$ cat config.mk
export PLATFORM = sky130hd
export DESIGN_NAME = sspl_device_flat
export DESIGN_NICKNAME = d
export VERILOG_FILES = /design/src/logic/sspl_pkg.sv /design/src/logic/sspl_if.sv /design/src/logic/sspl_device.sv /design/src/flat_wrapper.sv
export SDC_FILE = /design/constraint.sdc
export NUM_CORES = 1
export LEC_CHECK = 0
export BUFFER_PORTS_ARGS = -buffer_cell sky130_fd_sc_hd__buf_2
export CORE_MARGIN = 5
export CORE_UTILIZATION = 30
export DETAILED_ROUTE_END_ITERATION = 8
export PLACE_DENSITY = 0.53
export SLEW_MARGIN = 20
export SYNTH_ARGS = -nofsm -noshare
export SYNTH_HDL_FRONTEND = slang
export SYNTH_SLANG_ARGS = --single-unit
$ cat constraint.sdc
create_clock -name clk -period 2.2 [get_ports clk]
set_clock_uncertainty 0.2 [all_clocks]
set_input_delay 0.44 -clock clk [delete_from_list [all_inputs] [get_ports clk]]
set_output_delay 0.44 -clock clk [all_outputs]
set_load 0.02 [all_outputs]
$ cat src/logic/sspl_pkg.sv
// Functional notes
// - Entry maps OTP sector over outer small sector.
// - OTP window location depends on boot configuration.
// - Rest of overlaid sector reads invalid.
// - Listed commands stay accepted while overlay active.
// - Bypass, query, accelerated, suspend, resume ignored.
// - Entry accepted while program/erase suspended.
// - Suspend commands ignored while overlay active.
// - Host resumes suspended work after leaving overlay.
// - Lock operations in progress return status.
// - Volatile lock write skips overlaid sector.
// - Volatile lock verify under overlay invalid.
// - Host writes four x16 or two x32 portions.
// - Each portion: unlock, 38h, address/data.
// - Password programming returns status until reset.
// - Password program only clears bits; else timeout.
// - Password starts all ones; any value valid.
// - Verify returns password unless mode bit set.
// - Verify ignores bank; low bits pick portion.
// - Password mode bit permanent, blocks updates; code clears it on rstn.
// - Password mode bit program repeatable until reset.
// - Persistent mode bit inhibits password mode bit.
// - Persistent mode bit program repeatable until reset.
package sspl_pkg;
    localparam int ADDR_W = 19;
    localparam int DATA_W = 32;
    localparam logic [11:0] UNLOCK1_ADDR = 12'h555;
    localparam logic [11:0] UNLOCK2_ADDR = 12'h2aa;
    localparam logic [7:0] UNLOCK1_DATA = 8'haa;
    localparam logic [7:0] UNLOCK2_DATA = 8'h55;
    localparam logic [7:0] CMD_RESET = 8'hf0;
    localparam logic [7:0] CMD_OTP_ENTRY = 8'h88;
    localparam logic [7:0] CMD_SEC_RESET = 8'h90;
    localparam logic [7:0] CMD_PW_PROG = 8'h38;
    localparam logic [7:0] CMD_PW_VERIFY = 8'hc8;
    localparam logic [7:0] CMD_PW_MODE_PROG = 8'h28;
    localparam logic [7:0] CMD_PS_MODE_PROG = 8'h48;
    // Kept apart from the mode bit codes so the command decode has no overlapping items.
    localparam logic [7:0] CMD_VLOCK_WRITE = 8'he0;
    localparam logic [7:0] CMD_VLOCK_VERIFY = 8'h58;
    localparam logic [7:0] CMD_SUSPEND = 8'hb0;
    localparam logic [7:0] CMD_RESUME = 8'h30;
    localparam logic [7:0] CMD_BYPASS = 8'h20;
    localparam logic [7:0] CMD_QUERY = 8'h98;
    localparam logic [7:0] CMD_ACCEL = 8'ha0 ^ 8'h0f;
    localparam logic [7:0] CMD_LOCK_OP = 8'h60;
    localparam logic [ADDR_W-1:0] OTP_TOP_LO = 19'h00000;
    localparam logic [ADDR_W-1:0] OTP_TOP_HI = 19'h0003f;
    localparam logic [ADDR_W-1:0] INV_TOP_HI = 19'h007ff;
    localparam logic [ADDR_W-1:0] OTP_BOT_LO = 19'h7ffc0;
    localparam logic [ADDR_W-1:0] INV_BOT_LO = 19'h7f800;
    localparam logic [ADDR_W-1:0] OTP_BOT_HI = 19'h7ffff;
    localparam logic [63:0] PW_RESET = 64'hffffffffffffffff;
    localparam logic [DATA_W-1:0] ALL_ONES = 32'hffffffff;
    localparam logic [DATA_W-1:0] INVALID_DATA = 32'hdeaddead;
    localparam logic [DATA_W-1:0] STATUS_BUSY = 32'h00000040;
    localparam logic [DATA_W-1:0] STATUS_DONE = 32'h00000080;
    localparam logic [DATA_W-1:0] STATUS_TIMEOUT = 32'h00000020;
    localparam int OP_CYCLES = 4;
    typedef enum logic [2:0] {SSPL_READ, SSPL_UL1, SSPL_UL2, SSPL_PW_PROG_ADDR,
        SSPL_STATUS, SSPL_PW_VERIFY, SSPL_VLOCK_ADDR, SSPL_VLOCK_VERIFY} sspl_state_e;
endpackage : sspl_pkg

$ cat src/logic/sspl_if.sv
`timescale 1ns/1ps
interface sspl_if;
    logic [sspl_pkg::ADDR_W-1:0] addr;
    logic [sspl_pkg::DATA_W-1:0] wdata;
    logic we;
    logic re;
    logic word_mode;
    logic [sspl_pkg::DATA_W-1:0] rdata;
    logic busy;
    modport dev (input addr, wdata, we, re, word_mode, output rdata, busy);
    modport host (output addr, wdata, we, re, word_mode, input rdata, busy);
endinterface : sspl_if

$ cat src/logic/sspl_device.sv
// Local design decisions: strobed register access and the placing of the registers.
`timescale 1ns/1ps
module sspl_device (
    input wire logic clk, // Clock.
    input wire logic rstn, // Async reset, active low.
    input wire logic boot_top, // High for top boot configuration.
    input wire logic [sspl_pkg::DATA_W-1:0] array_rdata, // Normal array data.
    input wire logic [sspl_pkg::DATA_W-1:0] otp_rdata, // Secure sector data.
    input wire logic small_bank_sel, // Current address is in small bank.
    output logic otp_mapped, // Overlay active.
    output logic pw_mode_locked, // Password mode bit programmed.
    output logic ps_mode_locked, // Persistent mode bit programmed.
    output logic [7:0] vlock_bits, // Volatile sector lock bits.
    sspl_if.dev bus // Flash bus.
);
    sspl_pkg::sspl_state_e state_r;
    logic [63:0] pw_r;
    logic otp_r, pwm_r, psm_r, susp_r, lockop_r, timeout_r;
    logic [7:0] vlock_r;
    logic [$clog2(sspl_pkg::OP_CYCLES+1)-1:0] cnt_r;
    logic [sspl_pkg::DATA_W-1:0] rdata_r;
    logic [7:0] cmd;
    logic [1:0] sel;
    logic in_otp, in_inv, ul1, ul2;
    logic [63:0] pw_nxt;
    logic [63:0] mask;

    assign cmd = bus.wdata[7:0];
    assign sel = bus.word_mode ? {1'b0, bus.addr[0]} : bus.addr[1:0];
    assign ul1 = bus.addr[11:0] == sspl_pkg::UNLOCK1_ADDR && cmd == sspl_pkg::UNLOCK1_DATA;
    assign ul2 = bus.addr[11:0] == sspl_pkg::UNLOCK2_ADDR && cmd == sspl_pkg::UNLOCK2_DATA;
    assign in_otp = boot_top ? bus.addr <= sspl_pkg::OTP_TOP_HI
                             : bus.addr >= sspl_pkg::OTP_BOT_LO;
    assign in_inv = boot_top ? bus.addr <= sspl_pkg::INV_TOP_HI && !in_otp
                             : bus.addr >= sspl_pkg::INV_BOT_LO && !in_otp;

    always_comb begin
        mask = bus.word_mode ? (64'h00000000ffffffff << {sel[0], 5'd0})
                             : (64'h000000000000ffff << {sel, 4'd0});
        pw_nxt = bus.word_mode ? ({2{bus.wdata}} & mask) | ~mask
                               : ({4{bus.wdata[15:0]}} & mask) | ~mask;
    end

    ////////////////////////////////////////////////////////////////////////
    always_ff @(posedge clk or negedge rstn) begin
        if (!rstn) begin
            state_r <= sspl_pkg::SSPL_READ;
            otp_r <= 1'b0;
            pw_r <= sspl_pkg::PW_RESET;
            pwm_r <= 1'b0;
            psm_r <= 1'b0;
            susp_r <= 1'b0;
            vlock_r <= 8'h00;
            cnt_r <= '0;
            lockop_r <= 1'b0;
            timeout_r <= 1'b0;
        end else begin
            if (cnt_r != '0) begin
                cnt_r <= cnt_r - 1'b1;
            end
            if (bus.we) begin
                if (cmd == sspl_pkg::CMD_RESET && state_r != sspl_pkg::SSPL_UL2) begin
                    state_r <= sspl_pkg::SSPL_READ;
                    lockop_r <= 1'b0;
                    timeout_r <= 1'b0;
                end else begin
                    unique case (state_r)
                        sspl_pkg::SSPL_READ, sspl_pkg::SSPL_PW_VERIFY,
                        sspl_pkg::SSPL_VLOCK_VERIFY: begin
                            if (ul1) begin
                                state_r <= sspl_pkg::SSPL_UL1;
                            end else if (cmd == sspl_pkg::CMD_SUSPEND && !otp_r) begin
                                susp_r <= 1'b1;
                            end else if (cmd == sspl_pkg::CMD_RESUME && !otp_r) begin
                                susp_r <= 1'b0;
                            end
                        end
                        sspl_pkg::SSPL_UL1: begin
                            state_r <= ul2 ? sspl_pkg::SSPL_UL2 : sspl_pkg::SSPL_READ;
                        end
                        sspl_pkg::SSPL_UL2: begin
                            state_r <= sspl_pkg::SSPL_READ;
                            unique case (cmd)
                                sspl_pkg::CMD_OTP_ENTRY: otp_r <= 1'b1;
                                sspl_pkg::CMD_SEC_RESET: otp_r <= 1'b0;
                                sspl_pkg::CMD_PW_PROG: state_r <= sspl_pkg::SSPL_PW_PROG_ADDR;
                                sspl_pkg::CMD_PW_VERIFY: state_r <= sspl_pkg::SSPL_PW_VERIFY;
                                sspl_pkg::CMD_VLOCK_WRITE: state_r <= sspl_pkg::SSPL_VLOCK_ADDR;
                                sspl_pkg::CMD_VLOCK_VERIFY: state_r <= sspl_pkg::SSPL_VLOCK_VERIFY;
                                sspl_pkg::CMD_PW_MODE_PROG: begin
                                    if (!psm_r) begin
                                        pwm_r <= 1'b1;
                                    end
                                    timeout_r <= psm_r;
                                    cnt_r <= sspl_pkg::OP_CYCLES[$bits(cnt_r)-1:0];
                                    state_r <= sspl_pkg::SSPL_STATUS;
                                end
                                sspl_pkg::CMD_PS_MODE_PROG: begin
                                    if (!pwm_r) begin
                                        psm_r <= 1'b1;
                                    end
                                    timeout_r <= pwm_r;
                                    cnt_r <= sspl_pkg::OP_CYCLES[$bits(cnt_r)-1:0];
                                    state_r <= sspl_pkg::SSPL_STATUS;
                                end
                                sspl_pkg::CMD_LOCK_OP: begin
                                    lockop_r <= 1'b1;
                                    cnt_r <= sspl_pkg::OP_CYCLES[$bits(cnt_r)-1:0];
                                end
                                default: ;
                            endcase
                        end
                        sspl_pkg::SSPL_PW_PROG_ADDR: begin
                            if (!pwm_r) begin
                                pw_r <= pw_r & pw_nxt;
                            end
                            timeout_r <= pwm_r || ((~pw_r & pw_nxt) != 64'h0);
                            cnt_r <= sspl_pkg::OP_CYCLES[$bits(cnt_r)-1:0];
                            state_r <= sspl_pkg::SSPL_STATUS;
                        end
                        sspl_pkg::SSPL_VLOCK_ADDR: begin
                            if (!(otp_r && in_otp | in_inv)) begin
                                vlock_r[bus.addr[18:16]] <= cmd[0];
                            end
                            state_r <= sspl_pkg::SSPL_READ;
                        end
                        default: ;
                    endcase
                end
            end else if (lockop_r && cnt_r == '0) begin
                lockop_r <= 1'b0;
            end
        end
    end

    // Read data registered one cycle after the read strobe.
    always_ff @(posedge clk or negedge rstn) begin
        if (!rstn) begin
            rdata_r <= '0;
        end else if (bus.re) begin
            if (state_r == sspl_pkg::SSPL_STATUS) begin
                rdata_r <= cnt_r != '0 ? sspl_pkg::STATUS_BUSY
                         : timeout_r ? sspl_pkg::STATUS_TIMEOUT
                         : sspl_pkg::STATUS_DONE;
            end else if (state_r == sspl_pkg::SSPL_PW_VERIFY) begin
                rdata_r <= pwm_r ? sspl_pkg::ALL_ONES
                         : bus.word_mode ? pw_r[{sel[0], 5'd0} +: 32]
                         : {16'h0000, pw_r[{sel, 4'd0} +: 16]};
            end else if (lockop_r && small_bank_sel) begin
                rdata_r <= sspl_pkg::STATUS_BUSY;
            end else if (state_r == sspl_pkg::SSPL_VLOCK_VERIFY) begin
                rdata_r <= otp_r ? sspl_pkg::INVALID_DATA
                         : {31'h0, vlock_r[bus.addr[18:16]]};
            end else if (otp_r && in_otp) begin
                rdata_r <= otp_rdata;
            end else if (otp_r && in_inv) begin
                rdata_r <= sspl_pkg::INVALID_DATA;
            end else begin
                rdata_r <= array_rdata;
            end
        end
    end

    assign bus.rdata = rdata_r;
    assign bus.busy = (cnt_r != '0);
    assign otp_mapped = otp_r;
    assign pw_mode_locked = pwm_r;
    assign ps_mode_locked = psm_r;
    assign vlock_bits = vlock_r;
endmodule : sspl_device

$ cat src/flat_wrapper.sv
// flat-port wrapper written by rule: the top's interface ports become plain ports
module sspl_device_flat 
  (clk, rstn, boot_top, array_rdata, otp_rdata, small_bank_sel, otp_mapped, pw_mode_locked, ps_mode_locked, vlock_bits, bus_addr, bus_wdata, bus_we, bus_re, bus_word_mode, bus_rdata, bus_busy);
  sspl_if bus_i ();
  input wire logic clk;
  input wire logic rstn;
  input wire logic boot_top;
  input wire logic [sspl_pkg::DATA_W-1:0] array_rdata;
  input wire logic [sspl_pkg::DATA_W-1:0] otp_rdata;
  input wire logic small_bank_sel;
  output logic otp_mapped;
  output logic pw_mode_locked;
  output logic ps_mode_locked;
  output logic [7:0] vlock_bits;
  input wire logic [$bits(bus_i.addr)-1:0] bus_addr;
  input wire logic [$bits(bus_i.wdata)-1:0] bus_wdata;
  input wire logic [$bits(bus_i.we)-1:0] bus_we;
  input wire logic [$bits(bus_i.re)-1:0] bus_re;
  input wire logic [$bits(bus_i.word_mode)-1:0] bus_word_mode;
  output wire logic [$bits(bus_i.rdata)-1:0] bus_rdata;
  output wire logic [$bits(bus_i.busy)-1:0] bus_busy;
  assign bus_i.addr = bus_addr;
  assign bus_i.wdata = bus_wdata;
  assign bus_i.we = bus_we;
  assign bus_i.re = bus_re;
  assign bus_i.word_mode = bus_word_mode;
  assign bus_rdata = bus_i.rdata;
  assign bus_busy = bus_i.busy;
  sspl_device u_core (.clk(clk), .rstn(rstn), .boot_top(boot_top), .array_rdata(array_rdata), .otp_rdata(otp_rdata), .small_bank_sel(small_bank_sel), .otp_mapped(otp_mapped), .pw_mode_locked(pw_mode_locked), .ps_mode_locked(ps_mode_locked), .vlock_bits(vlock_bits), .bus(bus_i));
endmodule
Word-level counts from Yosys, hierarchy flattened
Index checks and enable logic that the tools add are counted.

Flip-flop bits (word level): 115. Bits of input ports: 122. Logic and storage cells: 132.

$add $sub $neg: 1. Magnitude comparators: 6. Equality and inequality tests: 26. Shift operators: 4. Multiplexer cells: 40. Bitwise logic cells: 13. Reductions and logical operators: 32.

Operators by type and width (count): $mux W32 (10); $and A64 B64 Y64 (4); $mux W64 (2); $not A64 Y64 (2); $or A64 B64 Y64 (2); $reduce_bool A64 Y1 (1); $shiftx A64 B7 Y16 (1); $shiftx A64 B7 Y32 (1); $shl A16 B6 Y64 const A (1); $shl A32 B6 Y64 const A (1); $eq A8 B8 Y1 const B (6); $ge A19 B19 Y1 const B (2); $eq A8 B7 Y1 const B (4); $pmux W3 S5 (2); $le A19 B11 Y1 const B (1); $le A19 B6 Y1 const B (1); $mux W3 (6); $eq A8 B6 Y1 const B (2); $eq A12 B10 Y1 const B (1); $eq A12 B11 Y1 const B (1); $eq A3 B3 Y1 const B (4); $reduce_and A4 Y1 (3); $logic_and A1 B1 Y1 (11); $mux W1 (10); 27 further kinds (43).

Depth between registers and ports, before layout
Gate-level depths: netlist of run 1.

Depth in word-level cells: 12. Depth in mapped cells: 10.

Least setup slack after synthesis of run 1
Ideal clock, no wire load.

Kind: in2reg. Start: in bus_wdata[1]. End: reg u_core.timeout_r. Setup time: 124 ps. Data arrival time: 2299 ps. Path slack: -423 ps. Stages: 8. Buffers on the path: 2. Cell sequence: buf_4 > or3_4 > or3_1 > buf_2 > a211o_1 > nor4_1 > nand2_1 > o31a_1.

Cells in the longest elaborated chain, start to end: 8. Elaborated cells between the ends (all ways): 18. Classes of those cells: eq/ne: 4; mux: 4; bitwise: 5; reduce/logical: 5.

Ends and longest elaborated chain: start, declared (RTL line flat_wrapper.sv:16) `input wire logic [$bits(bus_i.wdata)-1:0] bus_wdata;`; $and A64 B64 Y64, on equally long branches (RTL line sspl_device.sv:41, sspl_device.sv:40); $or A64 B64 Y64, on equally long branches (RTL line sspl_device.sv:41, sspl_device.sv:40); $mux W64 (RTL line sspl_device.sv:40) `pw_nxt = bus.word_mode ? ({2{bus.wdata}} & mask) | ~mask`; $and A64 B64 Y64 (RTL line sspl_device.sv:117) `timeout_r <= pwm_r || ((~pw_r & pw_nxt) != 64'h0);`; $reduce_bool A64 Y1 (RTL line sspl_device.sv:117); $logic_or A1 B1 Y1 (RTL line sspl_device.sv:117); $pmux W1 S2 (RTL line sspl_device.sv:67) `unique case (state_r)`; $mux W1 (RTL line sspl_device.sv:62) `if (cmd == sspl_pkg::CMD_RESET && state_r != sspl_pkg::SSPL_UL2) begin`; end signal, assigned (RTL line sspl_device.sv:94) `timeout_r <= psm_r;`; end signal, assigned (RTL line sspl_device.sv:102) `timeout_r <= pwm_r;`; end signal, assigned (RTL line sspl_device.sv:117); end, declared (RTL line sspl_device.sv:18) `logic otp_r, pwm_r, psm_r, susp_r, lockop_r, timeout_r;`.

Several ways; a longest one is shown, not always the timed one. A chain may end at the register's enable or synchronous reset.

Worst setup path in the final report of run 1
Start: reg u_core.pw_r[62]. End: reg u_core.timeout_r.

Cells in the longest elaborated chain, start to end: 6.

Ends and longest elaborated chain: start, declared (RTL line sspl_device.sv:17) `logic [63:0] pw_r;`; start signal, assigned (RTL line sspl_device.sv:49) `pw_r <= sspl_pkg::PW_RESET;`; start signal, assigned (RTL line sspl_device.sv:115) `pw_r <= pw_r & pw_nxt;`; $not A64 Y64 (RTL line sspl_device.sv:117); $and A64 B64 Y64 (RTL line sspl_device.sv:117); $reduce_bool A64 Y1 (RTL line sspl_device.sv:117); $logic_or A1 B1 Y1 (RTL line sspl_device.sv:117); $pmux W1 S2 (RTL line sspl_device.sv:67); $mux W1 (RTL line sspl_device.sv:62).

No other way between the ends.

==> run metrics, run 1 <==
violations in the final reports negative setup slack; data required time at the worst endpoint 2.31 ns; WL/cell 22.7 um; total DRC errors in the routed layout 0; Cells after Synth 888; Slowest-stage cell, CP dfstp_2; Clock Tree Root clkbuf_16; run status finished with violations; most instantiated flip-flop cell in the synthesis netlist dfstp_2; fin. max-slew vios 0; clock transition time at the flip-flop clock pins of the worst setup and hold paths 0.06 ns; post-synthesis sequential area ratio 38.4%; worst path cell trace or2_4, o2111ai_2, or4_4, nor4_2, and4_1, nand4_1, o31a_1; number of maximum-capacitance constraint violations 0; Ant. Diodes 0; FP Rows 58; net count after synthesis 1,012; RD Place Congestion 0.942; combined area of all synthesized cells 0.00769 mm^2; Final Net Count 1,377; total clock sinks 115; Inst Count DP 1,552; Worst-Skew Late Latency 0.43 ns; Post-Layout Inst Area 0.0117 mm^2; Initial Utilization 30.5%; share of flip-flops with an asynchronous set or reset 100%; Hold Crit Class in -> reg; slack of the worst reg-to-reg path -0.13 ns; Tot Pwr 7100 uW; layout cell share with drive strength beyond 1 46.1%; Crit. End Element flip-flop; Tot GR Track Use 24.5%; wire length of the first global-routing pass 53,700 um; HPWL after DPL 28,500 um; Seq. cell area 0.00296 mm^2; Setup crit start kind flip-flop; number of routed nets with antenna violations 0; min cycle time layout 2.33 ns; leakage power 0.00523 uW; period utilisation layout 106%; largest cells by area after synthesis dfstp_2 22%, dfrtp_1 17%, mux2i_1 6.4%; CTS tree yes; final hold violations 0; via count 8,686; Worst slew margin 52.9%; post-detailed-route via-to-cell ratio 5.44; actual transition at the worst max-transition pin 0.706 ns; total wire length 36,300 um; slowest stage delay, CP 0.56 ns; count of input and output buffers 165; Crit path max-delay family simple AND/OR/NAND/NOR gates; largest area contributor in the synthesized netlist dfstp_2; average size of a mapped cell 8.67 um^2; highest net fanout along the worst path 2; GRT overflow 0; vias in the first global route 8,637; number of enable-type register cells in the synthesized netlist 0; kind of critical path reg -> reg; minimum setup slack in the final design -0.135 ns; die outline width 170 um; Ports 166; maximum buffer depth of the clock tree 2; Post-Route Setup TNS -0.159 ns; distinct cell type count after synthesis 63; Worst Setup Slack post-DPL -0.503 ns; Worst IR Drop VDD 452 uV; Fmax 0.428 GHz; Filler Cell Count 2,523; Bufs and invs on worst path 0; Die H 170 um; final-report setup violation count 3; Area after DPL 0.0106 mm^2; FF+latch count, synth 115; first-pass iteration count of the detailed router 6; Die Area 0.0290 mm^2; largest net degree at the start of global routing 116; number of buffers created by CTS 17; most frequent cells in the layout 231 x buf_4, 165 x buf_2, 78 x nand2_1; number of levels in the clock H-tree 4; count of placed standard cells in the final layout, fillers left out 1,596; synth-to-layout area growth 51.6%; core area 0.0253 mm^2; unrepaired setup endpoints after global routing yes; power density cells 609 mW/mm^2; detailed router's first-iteration violation count 748; CP arrival 2.44 ns; footprint of the multi-input gates 0.00458 mm^2; number of synthesis warnings 0; most frequent standard cell in the layout excluding fill and tap cells buf_4; antenna violations before repair 0; proportion of netlist area held by the largest area contributor 21.9%
-- area by class of cell --
class,count,area share (%)
repair buffers,412,24.4
inverters,53,1.71
well taps,330,3.54
multi-input cells,654,39.2
flip-flops and latches,115,25.4
clock inverters,13,1.97
clock buffers,19,3.80
-- worst min-delay path: cells and delay by family --
kind                   cells  cell delay [ns]
and+or+nand+nor            1             0.06
AOI/OAI and AO/OA          1             0.07
buffers and inverters      1             0.10
-- sequential cells by signal, indices dropped and copies added (netlist names), 3 cells and up --
register	cells
u_core.vlock_bits	8
u_core.pw_r	64
u_core.bus.rdata	32
u_core.state_r	3
u_core.cnt_r	3
-- path summary, 6_finish.rpt --
path                                 startpoint                     to  cells after the start
worst min register to register  u_core.pw_r[15]        u_core.pw_r[15]                      1
worst max register to register  u_core.pw_r[62]       u_core.timeout_r                      7
worst min-delay path             array_rdata[6]    u_core.bus.rdata[6]                      3
worst max-delay path            u_core.pw_r[62]       u_core.timeout_r                      7
min in group asynchronous                  rstn  u_core.pw_mode_locked                      3
max in group asynchronous                  rstn    u_core.bus.rdata[7]                      3
-- kinds of logic after synthesis --
group           synth area share (%)
compound gates                  29.3
xor+xnor                       0.228
fa+ha+maj                      0.325
buf+inv                         6.33
flops                           38.4
mux                             8.72
simple gates                    16.7
-- metrics by stage --
| step | utilization [%] | hold slack (ns) |
|---|---|---|
| after floorplan | - | -0.0556 |
| after global placement | 42.1 | 0.263 |
| after detailed placement | 42.1 | 0.265 |
| after CTS | 45.1 | 0.0643 |
| after global routing | 46.2 | 0.0979 |
| final | 46.2 | 0.0833 |
-- metal layers --
metal	track usage, %	vias to the layer above	routed length [um]
met5	0	-	0
met4	5.28	0	423
met3	4.58	26	2500
met2	38.9	326	16600
met1	34.8	4269	16800
li1	-	4065	-
-- synth_stat cells (3+ instances only) --
master / instances
a31oi_1: 10
a211oi_1: 6
nor3_1: 18
a22o_1: 10
nor2_1: 60
nand4_1: 11
nor2b_1: 12
o32ai_1: 9
a21boi_0: 28
mux2_2: 16
dfstp_2: 64
nor4_1: 11
a22oi_1: 7
o221ai_1: 44
nand2b_1: 17
a211o_1: 3
o22ai_1: 34
nand3_1: 15
clkbuf_1: 37
mux2i_1: 49
o211ai_1: 8
buf_1: 9
nand3b_1: 3
o21a_1: 32
nor4b_1: 3
inv_1: 53
buf_2: 17
a21boi_1: 4
a221oi_1: 7
dfrtp_1: 51
o2111ai_1: 3
or4_1: 3
a21o_1: 3
a21oi_1: 43
o31ai_1: 6
nand2_1: 84
o21ai_0: 50
and3_1: 4
or3_1: 5
and2_1: 7
-- repair_timing --
action                     4_1_cts  5_1_grt
pin swaps                       10       13
resized for setup               17       55
gates cloned                     0        1
hold endpoints to repair        51        0
setup endpoints to repair       73       94
setup buffers                    3        7
hold buffers                     1        0
-- power breakdown --
part           internal [uW]  switching (uW)  total [uW]
clock                   2160            1100        3260
sequential              2250            78.7        2330
combinational            660             851        1510
total                   5070            2030        7100
Power figures use the tool's default switching activity.
==> run 2: changes to the inputs <==
==> constraint.sdc (replaced) <==
create_clock -name clk -period 2.2 [get_ports clk]
set_clock_uncertainty 0.2 [all_clocks]
set_input_delay 0.66 -clock clk [delete_from_list [all_inputs] [get_ports clk]]
set_output_delay 0.66 -clock clk [all_outputs]
set_load 0.02 [all_outputs]
==> run 2 against run 1 <==
Net effect: the run still ends with negative setup slack left; cell count up 0.56%; design area is 4.9% higher; global-route usage is 0.15 points higher; wire length grew 2.1%; worst hold slack improved by 0.20 ns; combinational power up 11%; sequential power barely moved; clock power shrank 18%; via count is 2.0% higher; critical path depth increased by 1; count of clock-buffer cells in the layout down 1; first-iteration DRC count fell by 7.1%; largest cell class unchanged.
==> run metrics, run 2 (same netlist as run 1, synthesis figures left out) <==
post-detailed-route via-to-cell ratio 5.52 (was 5.44); Die Area 0.0290 mm^2 (unchanged); Hold Crit Class reg -> reg (was in -> reg); GRT overflow 0 (unchanged); worst path cell trace buf_2, buf_12, mux2i_1, o22ai_1, nor4_2, and4_1, nand4_1, o31a_1 (was or2_4, o2111ai_2, or4_4, nor4_2, and4_1, nand4_1, o31a_1); Setup crit start kind input pin (was flip-flop); kind of critical path in -> reg (was reg -> reg); Seq. cell area 0.00296 mm^2 (unchanged); most frequent standard cell in the layout excluding fill and tap cells buf_4 (unchanged); layout cell share with drive strength beyond 1 51.6% (was 46.1%); RD Place Congestion 0.992 (was 0.942); CP arrival 2.47 ns (was 2.44 ns); number of flip-flops under the largest register name 64 (unchanged); slowest stage delay, CP 0.34 ns (was 0.56 ns); Post-Layout Inst Area 0.0122 mm^2 (was 0.0117 mm^2); highest net fanout along the worst path 20 (was 2); actual transition at the worst max-transition pin 0.456 ns (was 0.706 ns); min cycle time layout 2.36 ns (was 2.33 ns); Filler Cell Count 2,448 (was 2,523); FP Rows 58 (unchanged); Ports 166 (unchanged); leakage power 0.00537 uW (was 0.00523 uW); start point of the worst hold path u_core.pw_r[0] (was array_rdata[6]); WL/cell 23.1 um (was 22.7 um); violations in the final reports negative setup slack (unchanged); total clock sinks 115 (unchanged); Worst IR Drop VDD 325 uV (was 452 uV); fin. max-slew vios 0 (unchanged); Worst Setup Slack post-DPL -0.768 ns (was -0.503 ns); detailed router's first-iteration violation count 695 (was 748); utilization after layout 48.4% (was 46.2%); antenna violations before repair 1 (was 0); WL met2 16,700 um (was 16,600 um); number of levels in the clock H-tree 4 (unchanged); Bufs and invs on worst path 2 (was 0); register with the highest flop count u_core.pw_r (unchanged); maximum buffer depth of the clock tree 2 (unchanged); run status finished with violations (unchanged); wire length of the first global-routing pass 53,900 um (was 53,700 um); total DRC errors in the routed layout 0 (unchanged); Clock Tree Root clkbuf_16 (unchanged); vias in the first global route 8,694 (was 8,637); first-pass iteration count of the detailed router 5 (was 6); minimum setup slack in the final design -0.157 ns (was -0.135 ns); footprint of the multi-input gates 0.00505 mm^2 (was 0.00458 mm^2); Worst-Skew Late Latency 0.43 ns (about the same); worst hold path endpoint u_core.pw_r[0] (was u_core.bus.rdata[6]); most frequent cells in the layout 227 x buf_4, 159 x buf_2, 71 x nand2_1 (was 231 x buf_4, 165 x buf_2, 78 x nand2_1); Highest Signal Layer met5 (was met4); Tot GR Track Use 24.6% (was 24.5%); unrepaired setup endpoints after global routing yes (unchanged); Fmax 0.424 GHz (was 0.428 GHz); HPWL after DPL 28,400 um (was 28,500 um); Slowest-stage cell, CP nor4_2 (was dfstp_2); number of buffers created by CTS 17 (unchanged); clock transition time at the flip-flop clock pins of the worst setup and hold paths 0.06 ns (about the same); core area 0.0253 mm^2 (unchanged); CTS tree yes (unchanged); metal3 WL 2770 um (was 2500 um); slack of the worst reg-to-reg path -0.15 ns (was -0.13 ns); total wire length 37,000 um (was 36,300 um); synth-to-layout area growth 59.0% (was 51.6%); power density cells 546 mW/mm^2 (was 609 mW/mm^2); die outline width 170 um (unchanged); Crit path max-delay family simple AND/OR/NAND/NOR gates (unchanged); Ant. Diodes 0 (unchanged); Die H 170 um (unchanged); Final Net Count 1,386 (was 1,377); sum of routed wire segments on met1 16,500 um (was 16,800 um); period utilisation layout 107% (was 106%); count of input and output buffers 165 (unchanged); Area after DPL 0.0108 mm^2 (was 0.0106 mm^2); Initial Utilization 30.5% (unchanged); final-report setup violation count 16 (was 3); beginning of the worst register-to-register path u_core.pw_r[41] (was u_core.pw_r[62]); number of routed nets with antenna violations 0 (unchanged); Crit. End Element flip-flop (unchanged); cell depth of the worst min-delay path 1 (was 3); Worst slew margin 69.5% (was 52.9%); largest net degree at the start of global routing 47 (was 116); via count 8,863 (was 8,686); worst r2r path cells 7 (unchanged); end of the worst register-to-register path u_core.timeout_r (unchanged); data required time at the worst endpoint 2.31 ns (about the same); number of maximum-capacitance constraint violations 0 (unchanged); Worst Hold Margin 0.285 ns (was 0.0833 ns); final hold violations 0 (unchanged)
## run 2: cell types whose count changed in the layout (fill, tap and decap cells not counted), moves of 6 or more
cell / change
buf_6: +7
o221ai_2: +14
a21boi_2: +9
o221ai_1: -17
a21boi_0: -16
buf_2: -6
mux2i_2: +6
mux2_2: -8
nand2_1: -7
mux2i_1: -7
mux2_4: +8
a21boi_1: +7
## run 2: worst max-delay path by stage
stage          cells past startpoint             from               end  slack, ns
3_3_place_gp                       8    bus_word_mode  u_core.timeout_r      -0.85
6_report                           8    bus_word_mode  u_core.timeout_r      -0.16
4_1_cts                            7  u_core.pw_r[41]  u_core.timeout_r      -0.17
5_1_grt                            7  u_core.pw_r[41]  u_core.timeout_r      -0.27
3_5_place_dp                       8    bus_word_mode  u_core.timeout_r      -0.77
2_1_floorplan                      8     bus_wdata[1]  u_core.timeout_r      -0.43
## run 2: through the flow
stage,std cells,power (uW),setup TNS (ns)
floorplan,888,3120,-16.37
global placement,1556,3860,-47.19
detailed placement,1556,3870,-50.27
CTS,1591,6610,-0.377
global route,1605,6980,-1.55
finish,1605,6680,-0.311
## run 2: report_power, final
part           total (uW)  internal, uW  switching, uW
combinational        1670           759            909
clock                2680          1560           1120
sequential           2330          2250           75.1
## run 2: cell type report
| class | count | area share (%) |
|---|---|---|
| multi-input combinational | 656 | 41.3 |
| timing repair buffer | 419 | 25.0 |
| sequential | 115 | 24.2 |
| clock buffer | 18 | 3.51 |
| clock inverter | 14 | 1.07 |
| inverter | 53 | 1.63 |
| tap | 330 | 3.37 |
## run 2: worst reg2reg max path, stage by stage (launching register included)
cell	delay, ns
dfstp_2	0.58
nand2b_4	0.15
o2111ai_2	0.10
or4_4	0.45
nor4_4	0.14
and4_1	0.21
nand4_1	0.13
o31a_1	0.28
## run 2: metal layers
metal / track usage, % / vias to the layer above
met1: 35.1 / 4318
met4: 7.15 / 2
met2: 38.1 / 383
met3: 4.76 / 66
met5: 0 / -
li1: - / 4094
## run 2: what timing repair did
item,4_1_cts,5_1_grt
gates resized for setup,38,109
hold buffers,1,0
setup buffers,2,12
setup endpoints to repair,80,102
gates cloned,1,3
endpoints found under the hold margin,2,0
pin swaps,11,27
==> run 3: changes to the inputs <==
==> constraint.sdc (replaced) <==
create_clock -name clk -period 2.2 [get_ports clk]
set_clock_uncertainty 0.2 [all_clocks]
set_input_delay 0.11 -clock clk [delete_from_list [all_inputs] [get_ports clk]]
set_output_delay 0.11 -clock clk [all_outputs]
set_load 0.02 [all_outputs]
==> run 3 against run 2 <==
Net effect: the flow finishes with violations (negative hold slack, negative setup slack); power increased by 4.3%; count of clock-buffer cells in the layout stayed put; worst hold slack worse by 0.29 ns; core utilization decreased by 0.97 points; via count increased by 0.12%; combinational power decreased by 7%; setup slack improved by 0.079 ns; fmax grew 3.5%; wire length fell by 0.76%; clock power rose by 15%; critical path depth decreased by 1; die area unchanged; critical path type is now reg -> reg; critical endpoint unchanged.
==> run metrics, run 3 (same netlist as run 1, synthesis figures left out) <==
wire length of the first global-routing pass 54,300 um (was 53,900 um); peak-usage layer in the global routing report met2 (unchanged); minimum setup slack in the final design -0.0779 ns (was -0.157 ns); Hold Crit Class in -> reg (was reg -> reg); data required time at the worst endpoint 2.32 ns (was 2.31 ns); highest net fanout along the worst path 2 (was 20); Slowest-stage cell, CP dfstp_2 (was nor4_2); kind of critical path reg -> reg (was in -> reg); Die Area 0.0290 mm^2 (unchanged); synth-to-layout area growth 55.8% (was 59.0%); actual transition at the worst max-transition pin 0.559 ns (was 0.456 ns); number of maximum-capacitance constraint violations 0 (unchanged); layout cell share with drive strength beyond 1 40.0% (was 51.6%); Worst Hold Margin -0.00304 ns (was 0.285 ns); RD Place Congestion 0.970 (was 0.992); leakage power 0.00528 uW (was 0.00537 uW); start point of the worst hold path bus_wdata[27] (was u_core.pw_r[0]); critical path launch point u_core.pw_r[62] (was bus_word_mode); register with the highest flop count u_core.pw_r (unchanged); Clock Tree Root clkbuf_16 (unchanged); min cycle time layout 2.28 ns (was 2.36 ns); Final Net Count 1,414 (was 1,386); FP Rows 58 (unchanged); vias in the first global route 8,794 (was 8,694); total wire length 36,800 um (was 37,000 um); slowest stage delay, CP 0.53 ns (was 0.34 ns); total clock sinks 115 (unchanged); number of levels in the clock H-tree 4 (unchanged); Die H 170 um (unchanged); CP arrival 2.39 ns (was 2.47 ns); final-report setup violation count 1 (was 16); number of buffers created by CTS 17 (unchanged); violations in the final reports negative hold slack, negative setup slack (was negative setup slack); Crit. End Element flip-flop (unchanged); unrepaired setup endpoints after global routing yes (unchanged); GR Layer Usage met2 37.6% (was 38.1%); number of routed nets with antenna violations 0 (unchanged); power density cells 581 mW/mm^2 (was 546 mW/mm^2); Post-Route Setup TNS -0.0779 ns (was -0.311 ns); Worst IR Drop VDD 423 uV (was 325 uV); Worst-Skew Late Latency 0.43 ns (about the same); WL/cell 22.5 um (was 23.1 um); count of input and output buffers 165 (unchanged); beginning of the worst register-to-register path u_core.pw_r[62] (was u_core.pw_r[41]); post-detailed-route via-to-cell ratio 5.43 (was 5.52); GRT overflow 0 (unchanged); number of flip-flops under the largest register name 64 (unchanged); most frequent cells in the layout 181 x buf_4, 164 x buf_2, 92 x dlygate4sd3_1 (was 227 x buf_4, 159 x buf_2, 71 x nand2_1); fin. max-slew vios 0 (unchanged); run status finished with violations (unchanged); Filler Cell Count 2,408 (was 2,448); HPWL after DPL 28,200 um (was 28,400 um); final hold violations 1 (was 0); met1 GRT Util 35.0% (was 35.1%); Setup crit start kind flip-flop (was input pin); Initial Utilization 30.5% (unchanged); utilization after layout 47.5% (was 48.4%); most frequent standard cell in the layout excluding fill and tap cells buf_4 (unchanged); worst path cell trace or2_2, o2111ai_1, or4_1, nor4_1, and4_1, nand4_1, o31a_1 (was buf_2, buf_12, mux2i_1, o22ai_1, nor4_2, and4_1, nand4_1, o31a_1); antenna violations before repair 0 (was 1); Global Route met3 Usage 5.74% (was 4.76%); largest net degree at the start of global routing 58 (was 47); Worst slew margin 62.6% (was 69.5%); die outline width 170 um (unchanged); first-pass iteration count of the detailed router 6 (was 5); CTS tree yes (unchanged); Tot GR Track Use 24.7% (was 24.6%); Ports 166 (unchanged); via count 8,874 (was 8,863); clock transition time at the flip-flop clock pins of the worst setup and hold paths 0.06 ns (about the same); maximum buffer depth of the clock tree 2 (unchanged); core area 0.0253 mm^2 (unchanged); detailed router's first-iteration violation count 885 (was 695); Fmax 0.439 GHz (was 0.424 GHz); period utilisation layout 104% (was 107%); total DRC errors in the routed layout 0 (unchanged)
## run 3: final timing paths
| check | end | slack, ns | cells past startpoint |
|---|---|---|---|
| max | u_core.timeout_r | -0.08 | 7 |
| min | u_core.pw_r[59] | -0.003 | 4 |
| max reg2reg | u_core.timeout_r | -0.08 | 7 |
| min reg2reg | u_core.pw_r[44] | 0.29 | 1 |
| max in group asynchronous | u_core.bus.rdata[19] | 0.57 | 3 |
| min in group asynchronous | u_core.pw_r[26] | 0.21 | 2 |
## run 3: worst max-delay path, delay by kind of cell (launching register included)
kind / cells / cell delay (ns)
flip-flops: 1 / 0.53
AND/OR/NAND/NOR: 5 / 1.06
AO/OA/AOI/OAI: 2 / 0.38
## run 3: layout make-up
type | count | area, um^2 | area share (%)
inverter | 53 | 199 | 1.66
sequential | 115 | 2960 | 24.7
multi-input combinational | 654 | 4480 | 37.4
clock buffer | 18 | 429 | 3.58
clock inverter | 14 | 204 | 1.70
tap | 330 | 413 | 3.44
timing repair buffer | 449 | 3310 | 27.6
antenna | 1 | 2.50 | 0.0209
## run 3: repair_timing
item,4_1_cts,5_1_grt
pin swaps,5,2
setup endpoints to repair,26,69
buffers inserted,0,2
gates resized for setup,19,51
cloned,0,1
hold buffers,92,0
endpoints found under the hold margin,151,0
## run 3: through the flow
stage          hold slack (ns)  worst slack (ns)  instance area, um^2  power (uW)  cells
2_1_floorplan           -0.386           -0.0146                 7710        3070    888
3_3_place_gp            -0.103            -0.319                10200        3740   1506
3_5_place_dp            -0.104            -0.302                10200        3740   1506
4_1_cts               0.000232            -0.110                11800        6960   1630
5_1_grt                 0.0162            -0.123                12000        7250   1633
6_report              -0.00304           -0.0779                12000        6960   1634
## run 3: report_power, final
| part | switching, uW | internal, uW | leakage (uW) |
|---|---|---|---|
| clock | 1180 | 1910 | 0.000297 |
| sequential | 69.8 | 2250 | 0.00130 |
| combinational | 858 | 698 | 0.00368 |
| total | 2100 | 4860 | 0.00528 |
## run 3: metal layers
| metal | share of wire, % | vias up | routed length [um] |
|---|---|---|---|
| li1 | - | 4153 | - |
| met1 | 46 | 4272 | 16900 |
| met2 | 44 | 380 | 16300 |
| met3 | 7.0 | 69 | 2560 |
| met4 | 2.7 | 0 | 1010 |
| met5 | 0 | - | 0 |
